==> src/pkg/ors_pkg.sv <==
package ors_pkg;

  // homing method numbers accepted on the method input
  localparam logic [7:0] METHOD_27 = 8'h1b;
  localparam logic [7:0] METHOD_28 = 8'h1c;
  localparam logic [7:0] METHOD_29 = 8'h1d;

  // direction and speed encodings on the motion outputs
  localparam logic DIR_FWD = 1'b1;
  localparam logic DIR_REV = 1'b0;
  localparam logic SPD_HIGH = 1'b1;
  localparam logic SPD_LOW = 1'b0;

  // reset values of the registered motion outputs run, dir_fwd and speed_high
  localparam logic RST_RUN = 1'b0;
  localparam logic RST_DIR = 1'b0;
  localparam logic RST_SPD = 1'b0;

  typedef enum logic [1:0] {
    ORS_M27,
    ORS_M28,
    ORS_M29
  } ors_method_t;

  typedef enum logic [2:0] {
    ORS_IDLE,
    ORS_REV_HIGH,
    ORS_FWD_HIGH,
    ORS_FWD_LOW_FALL,
    ORS_REV_LOW_FALL,
    ORS_REV_LOW_RISE,
    ORS_FWD_LOW_RISE
  } ors_state_t;

endpackage

==> src/core/ors_seq.sv <==
`timescale 1ns/1ns

module ors_seq (
  input wire logic mclk,
  input wire logic reset,
  input wire logic start,
  input wire logic abort,
  input wire logic [7:0] method,
  input wire logic decel_valid,
  input wire logic origin_sw,
  input wire logic rev_limit,
  output logic run,
  output logic dir_fwd,
  output logic speed_high,
  output logic busy,
  output logic done,
  output logic start_err
);
  import ors_pkg::*;

  ////////////////////////////////////////////////////////////////////////////
  // state

  ors_state_t state;
  ors_state_t next_state;
  ors_method_t meth;
  ors_method_t next_meth;
  logic origin_prev;
  logic next_origin_prev;
  logic next_run;
  logic next_dir_fwd;
  logic next_speed_high;
  logic next_done;
  logic next_start_err;
  logic rise;
  logic fall;
  logic method_ok;

  // inputs are synchronous; edges come from one stored sample
  assign rise = origin_sw & ~origin_prev;
  assign fall = ~origin_sw & origin_prev;
  assign method_ok = (method == METHOD_27) || (method == METHOD_28) ||
                     (method == METHOD_29);
  assign busy = (state != ORS_IDLE);

  ////////////////////////////////////////////////////////////////////////////
  // sequencing

  always_comb begin
    next_state = state;
    next_meth = meth;
    next_origin_prev = origin_sw;
    next_done = 1'b0;
    next_start_err = 1'b0;
    unique case (state)
      ORS_IDLE: begin
        if (start && method_ok) begin
          if (method == METHOD_27) begin
            next_meth = ORS_M27;
          end else if (method == METHOD_28) begin
            next_meth = ORS_M28;
          end else begin
            next_meth = ORS_M29;
          end
          if (decel_valid && method == METHOD_28) begin
            next_state = ORS_FWD_LOW_FALL;
          end else if (decel_valid && method == METHOD_29) begin
            next_state = ORS_REV_LOW_FALL;
          end else begin
            // method 27 only has its limit branch here, so it always
            // heads reverse first
            next_state = ORS_REV_HIGH;
          end
        end else if (start) begin
          next_start_err = 1'b1;
        end
      end
      ORS_REV_HIGH: begin
        // limit takes priority over an origin edge in the same cycle
        if (rev_limit) begin
          next_state = ORS_FWD_HIGH;
        end else if (rise && meth == ORS_M28) begin
          next_state = ORS_FWD_LOW_FALL;
        end else if (rise && meth == ORS_M29) begin
          next_state = ORS_REV_LOW_FALL;
        end
      end
      ORS_FWD_HIGH: begin
        if (rise && meth == ORS_M29) begin
          next_state = ORS_REV_LOW_FALL;
        end else if (rise) begin
          next_state = ORS_FWD_LOW_FALL;
        end
      end
      ORS_FWD_LOW_FALL: begin
        if (fall && meth == ORS_M27) begin
          next_state = ORS_IDLE;
          next_done = 1'b1;
        end else if (fall) begin
          next_state = ORS_REV_LOW_RISE;
        end
      end
      ORS_REV_LOW_FALL: begin
        if (fall) begin
          next_state = ORS_FWD_LOW_RISE;
        end
      end
      ORS_REV_LOW_RISE, ORS_FWD_LOW_RISE: begin
        if (rise) begin
          next_state = ORS_IDLE;
          next_done = 1'b1;
        end
      end
      default: begin
        next_state = ORS_IDLE;
      end
    endcase
    // abort drops motion at once and reports no completion
    if (abort) begin
      next_state = ORS_IDLE;
      next_done = 1'b0;
    end
  end

  ////////////////////////////////////////////////////////////////////////////
  // motion command decode, registered from the next state

  always_comb begin
    next_run = 1'b1;
    next_dir_fwd = DIR_REV;
    next_speed_high = SPD_LOW;
    unique case (next_state)
      ORS_IDLE: begin
        next_run = 1'b0;
      end
      ORS_REV_HIGH: begin
        next_speed_high = SPD_HIGH;
      end
      ORS_FWD_HIGH: begin
        next_dir_fwd = DIR_FWD;
        next_speed_high = SPD_HIGH;
      end
      ORS_FWD_LOW_FALL, ORS_FWD_LOW_RISE: begin
        next_dir_fwd = DIR_FWD;
      end
      ORS_REV_LOW_FALL, ORS_REV_LOW_RISE: begin
        next_dir_fwd = DIR_REV;
      end
      default: begin
        next_run = 1'b0;
      end
    endcase
  end

  always_ff @(posedge mclk) begin
    if (reset) begin
      state <= ORS_IDLE;
      meth <= ORS_M27;
      origin_prev <= 1'b0;
      run <= RST_RUN;
      dir_fwd <= RST_DIR;
      speed_high <= RST_SPD;
      done <= 1'b0;
      start_err <= 1'b0;
    end else begin
      state <= next_state;
      meth <= next_meth;
      origin_prev <= next_origin_prev;
      run <= next_run;
      dir_fwd <= next_dir_fwd;
      speed_high <= next_speed_high;
      done <= next_done;
      start_err <= next_start_err;
    end
  end

  ////////////////////////////////////////////////////////////////////////////
  // checks

  property p_m27_limit_fwd_high;
    @(posedge mclk) disable iff (reset)
    (state == ORS_REV_HIGH && meth == ORS_M27 && rev_limit && !abort)
      |=> (run && dir_fwd == DIR_FWD && speed_high == SPD_HIGH);
  endproperty
  a_m27_limit_fwd_high: assert property (p_m27_limit_fwd_high)
    else $error("method 27 did not turn forward high at limit");

  property p_m27_fall_stop;
    @(posedge mclk) disable iff (reset)
    (state == ORS_FWD_LOW_FALL && meth == ORS_M27 && fall && !abort)
      |=> (!run && done) ##1 !done;
  endproperty
  a_m27_fall_stop: assert property (p_m27_fall_stop)
    else $error("method 27 did not stop on origin fall");

  property p_m28_rise_fwd_low;
    @(posedge mclk) disable iff (reset)
    (state == ORS_REV_HIGH && meth == ORS_M28 && rise && !rev_limit &&
     !abort) |=> (run && dir_fwd == DIR_FWD && speed_high == SPD_LOW);
  endproperty
  a_m28_rise_fwd_low: assert property (p_m28_rise_fwd_low)
    else $error("method 28 did not go forward low on origin rise");

  property p_m28_valid_start;
    @(posedge mclk) disable iff (reset)
    (state == ORS_IDLE && start && method == METHOD_28 && decel_valid &&
     !abort) |=> (run && dir_fwd == DIR_FWD && speed_high == SPD_LOW);
  endproperty
  a_m28_valid_start: assert property (p_m28_valid_start)
    else $error("method 28 with valid point did not start forward low");

  property p_m28_fall_rev_low;
    @(posedge mclk) disable iff (reset)
    (state == ORS_FWD_LOW_FALL && meth == ORS_M28 && fall && !abort)
      |=> (run && dir_fwd == DIR_REV && speed_high == SPD_LOW);
  endproperty
  a_m28_fall_rev_low: assert property (p_m28_fall_rev_low)
    else $error("method 28 did not reverse low on origin fall");

  property p_m29_rise_rev_low;
    @(posedge mclk) disable iff (reset)
    (state == ORS_REV_HIGH && meth == ORS_M29 && rise && !rev_limit &&
     !abort) |=> (run && dir_fwd == DIR_REV && speed_high == SPD_LOW);
  endproperty
  a_m29_rise_rev_low: assert property (p_m29_rise_rev_low)
    else $error("method 29 did not slow in reverse on origin rise");

  property p_m29_valid_start;
    @(posedge mclk) disable iff (reset)
    (state == ORS_IDLE && start && method == METHOD_29 && decel_valid &&
     !abort) |=> (run && dir_fwd == DIR_REV && speed_high == SPD_LOW);
  endproperty
  a_m29_valid_start: assert property (p_m29_valid_start)
    else $error("method 29 with valid point did not start reverse low");

  property p_m29_fwd_high_rise;
    @(posedge mclk) disable iff (reset)
    (state == ORS_FWD_HIGH && meth == ORS_M29 && rise && !abort)
      |=> (run && dir_fwd == DIR_REV && speed_high == SPD_LOW);
  endproperty
  a_m29_fwd_high_rise: assert property (p_m29_fwd_high_rise)
    else $error("method 29 did not reverse low after limit and rise");

  property p_final_rise_stop;
    @(posedge mclk) disable iff (reset)
    (state == ORS_FWD_LOW_RISE && rise && !abort)
      |=> (!run && !busy && done);
  endproperty
  a_final_rise_stop: assert property (p_final_rise_stop)
    else $error("forward low did not stop on origin rise");

  property p_hold_forward_low;
    @(posedge mclk) disable iff (reset)
    (state == ORS_FWD_LOW_RISE && !rise && !abort)
      |=> (run && dir_fwd == DIR_FWD && !done);
  endproperty
  a_hold_forward_low: assert property (p_hold_forward_low)
    else $error("forward low changed without an origin rise");

endmodule // ors_seq

==> config.mk <==
export PLATFORM = sky130hd
export DESIGN_NAME = ors_seq
export DESIGN_NICKNAME = d
export VERILOG_FILES = /design/src/pkg/ors_pkg.sv /design/src/core/ors_seq.sv
export SDC_FILE = /design/constraint.sdc
export NUM_CORES = 1
export LEC_CHECK = 0
export ABC_CLOCK_PERIOD_IN_PS = 3300
export BUFFER_PORTS_ARGS = -buffer_cell sky130_fd_sc_hd__buf_2
export CORE_MARGIN = 4
export CORE_UTILIZATION = 39
export CTS_CLUSTER_SIZE = 10
export DETAILED_ROUTE_END_ITERATION = 6
export PLACE_DENSITY = 0.72
export SETUP_SLACK_MARGIN = 0.05
export SKIP_CTS_REPAIR_TIMING = 1
export SYNTH_ARGS = -nofsm -noshare
export SYNTH_HDL_FRONTEND = slang
export SYNTH_SLANG_ARGS = --single-unit
==> constraint.sdc <==
create_clock -name mclk -period 3.3 [get_ports mclk]
set_input_delay 0.495 -clock mclk [delete_from_list [all_inputs] [get_ports mclk]]
set_output_delay 0.495 -clock mclk [all_outputs]
set_load 0.02 [all_outputs]
==> out/results.txt <==
Status -> finished, final reports clean
Largest net degree at the start of global routing -> 13
Core area -> 0.00173 sq mm
Layout cells sized above 1 -> 33.3%
Tmin final -> 1.75 ns
Post-Syn Area -> 717 sq um
Post-synth EDFFs -> 0
Via count -> 681
N_diodes -> 0
CP Launch Point -> state[0]
Simple-Gate Fraction of Synth Area -> 38.7%
CP Data Arrival Time -> 1.92 ns
Max-cap violations -> 0
Compound-Gate Fraction of Synth Area -> 23.6%
Biggest area consumer among synthesized cells -> dfxtp_1
Tot GR Track Use -> 13.5%
Routed Antenna Nets -> 0
Crit-path max FO -> 12
WL/cell -> 12.7 um
Drt via density -> 5.24
Max VDD drop -> 190 uV
TritonCTS clock tree -> yes
Grt ovf -> 0
Final worst setup slack -> 1.55 ns
Cells after DPL -> 126
Combinational group share of total power -> 12.7%
Setup TNS Final -> 0 ns
Synth warn -> 0
Post-synthesis mux area share -> 0%
Synth async-reset ratio -> 0%
First-pass GRT wire length -> 2630 um
Startpoint Class -> flop
Area share of fa/ha/maj cells after synthesis -> 0%
Sw power -> 0.0690 mW
Chip width -> 50.9 um
WS Path Type -> reg2reg
Number of synthesized register bits -> 11
Clk pwr share -> 36.4%
Tot Pwr -> 0.265 mW
Row count -> 15
PD cells -> 314 mW/mm^2
Pre-CTS WS -> 1.41 ns
Initial antenna violation count -> 0
CP required -> 3.47 ns
RSZ-0062 raised after global routing -> false
Post-synthesis xor/xnor area fraction -> 1.22%
Register-to-register setup slack -> 1.55 ns
Share of Yosys cell area claimed by the top area cell type -> 30.7%
Vias in the first global route -> 620
Synthesized area per cell -> 8.53 sq um
Remaining DRCs -> 0
Max Fclk -> 572 MHz
Period utilisation layout -> 53.0%
Layout Nets -> 121
Num ports -> 21
Sw frac -> 26.0%
Final Max Tran Viols -> 0
Cell Count, Final, Fillers Out -> 130
Die ar. -> 0.00259 sq mm
Relative slew slack -> 61.6%
R2R Path End -> speed_high
Main combinational cell family by area after synthesis -> simple AND/OR/NAND/NOR gates
Clock transition at the registers of the reported paths -> 0.07 ns
Static leakage -> 0.355 nW
Yosys cell types -> 39
TritonCTS Buffers -> 3
Crit path capture -> speed_high
Clock Tree Buf Depth -> 2
Gpl congestion -> 0.816
Syn Inst Count -> 84
WL final -> 1650 um
Seq/Total Area, Yosys -> 30.7%
Starting Density -> 41.5%
Top cells by count, synth -> dfxtp_1 (11), nor2_1 (11), nand2_1 (6), nor2b_1 (6)
Htree depth -> 1
Pre-antenna DRT Iters -> 4
Int Pwr -> 0.197 mW
CTS Sinks -> 11
Endpoints failing hold -> 0
Critical Path End Type -> flop
Detailed router's first-iteration violation count -> 7
Reg power frac -> 50.9%
DIE HEIGHT -> 50.9 um
Synth Net Count -> 99
Worst-skew pair later-pin latency -> 0.28 ns
Setup Viol. Count Final -> 0
Area Growth Syn to Fin -> 17.8%
Hold crit path type -> in2reg
RR Startpoint -> state[0]
Final clock skew -> 0.00237 ns
Most common flop cell mapped by yosys -> dfxtp_1
Port-buffer cells -> 20
Slew @ Worst Pin -> 0.561 ns
Top post-synthesis cells by area -> dfxtp_1 (31%), nor2_1 (5.8%), nor2b_1 (5.2%), nor4b_4 (3.3%), buf_6 (3.1%)
Reg2Reg Depth -> 5
Detailed placement HPWL -> 1270 um
CTS root buf -> clkbuf_4
==> state kept, by name (all words and copies together) (netlist names) <==
name / cells
meth: 2
state: 3
dir_fwd: 1
done: 1
run: 1
origin_prev: 1
speed_high: 1
start_err: 1
==> layout by cell type, fill, tap and decap left out, drive strengths merged, types with 2 or more instances in the layout <==
| master | netlist | final |
|---|---|---|
| o21ai | 4 | 4 |
| clkbuf | 0 | 4 |
| a2111oi | 2 | 2 |
| nor3 | 3 | 3 |
| nand2 | 6 | 6 |
| nand3 | 4 | 4 |
| inv | 3 | 3 |
| and2b | 2 | 2 |
| nor2b | 7 | 7 |
| nand4 | 2 | 2 |
| nor3b | 2 | 2 |
| buf | 3 | 20 |
| nor2 | 11 | 11 |
| or2b | 3 | 3 |
| a21oi | 4 | 4 |
| dfxtp | 11 | 11 |
==> per-layer routing <==
metal  share of wire (%)  track usage (%)
met5                   0                0
met4                0.73             4.04
met3                 7.4             5.83
met2                  46             22.0
met1                  45             16.1
==> power groups by stage <==
stage / clock network (mW) / logic [mW] / registers [mW]
finish: 0.0966 / 0.0336 / 0.135
global route: 0.105 / 0.0369 / 0.135
CTS: 0.100 / 0.0338 / 0.135
detailed placement: 0 / 0.0337 / 0.138
global placement: 0 / 0.0325 / 0.138
floorplan: 0 / 0.0162 / 0.139
==> cell families after synthesis <==
family,after synthesis
flops,11
xor+xnor,1
buf+inv,6
simple gates,44
compound gates,22
==> worst min-delay path by stage <==
stage                       start      end  slack [ns]  cells past startpoint
after floorplan           meth[1]  meth[1]        0.49                      2
after global placement    meth[1]  meth[1]        0.53                      2
after detailed placement  meth[1]  meth[1]        0.54                      2
after CTS                   abort     done        0.39                      2
after global routing        abort     done        0.39                      2
final                       abort     done        0.39                      2
==> cell type report <==
type	instances	area [sq um]
clock buffer	4	26.3
fill	186	882
inverter	3	11.3
multi-input combinational	67	455
sequential	11	220
tap	25	31.3
timing repair buffer	20	100
==> through the flow <==
stage	hold WS, ns	utilization, %	instance area, sq um
finish	0.391	48.9	845
global route	0.386	48.9	845
CTS	0.389	48.9	845
floorplan	0.493	-	717
global placement	0.532	47.4	818
detailed placement	0.545	47.4	818
==> worst max-delay path, cell delays in order (launching register included) <==
cell and delay, ns:
dfxtp_1 0.58, nor3b_1 0.12, a2111oi_0 0.55, a211oi_2 0.11, xnor2_1 0.22, nor3b_2 0.06
Power figures use the tool's default switching activity.
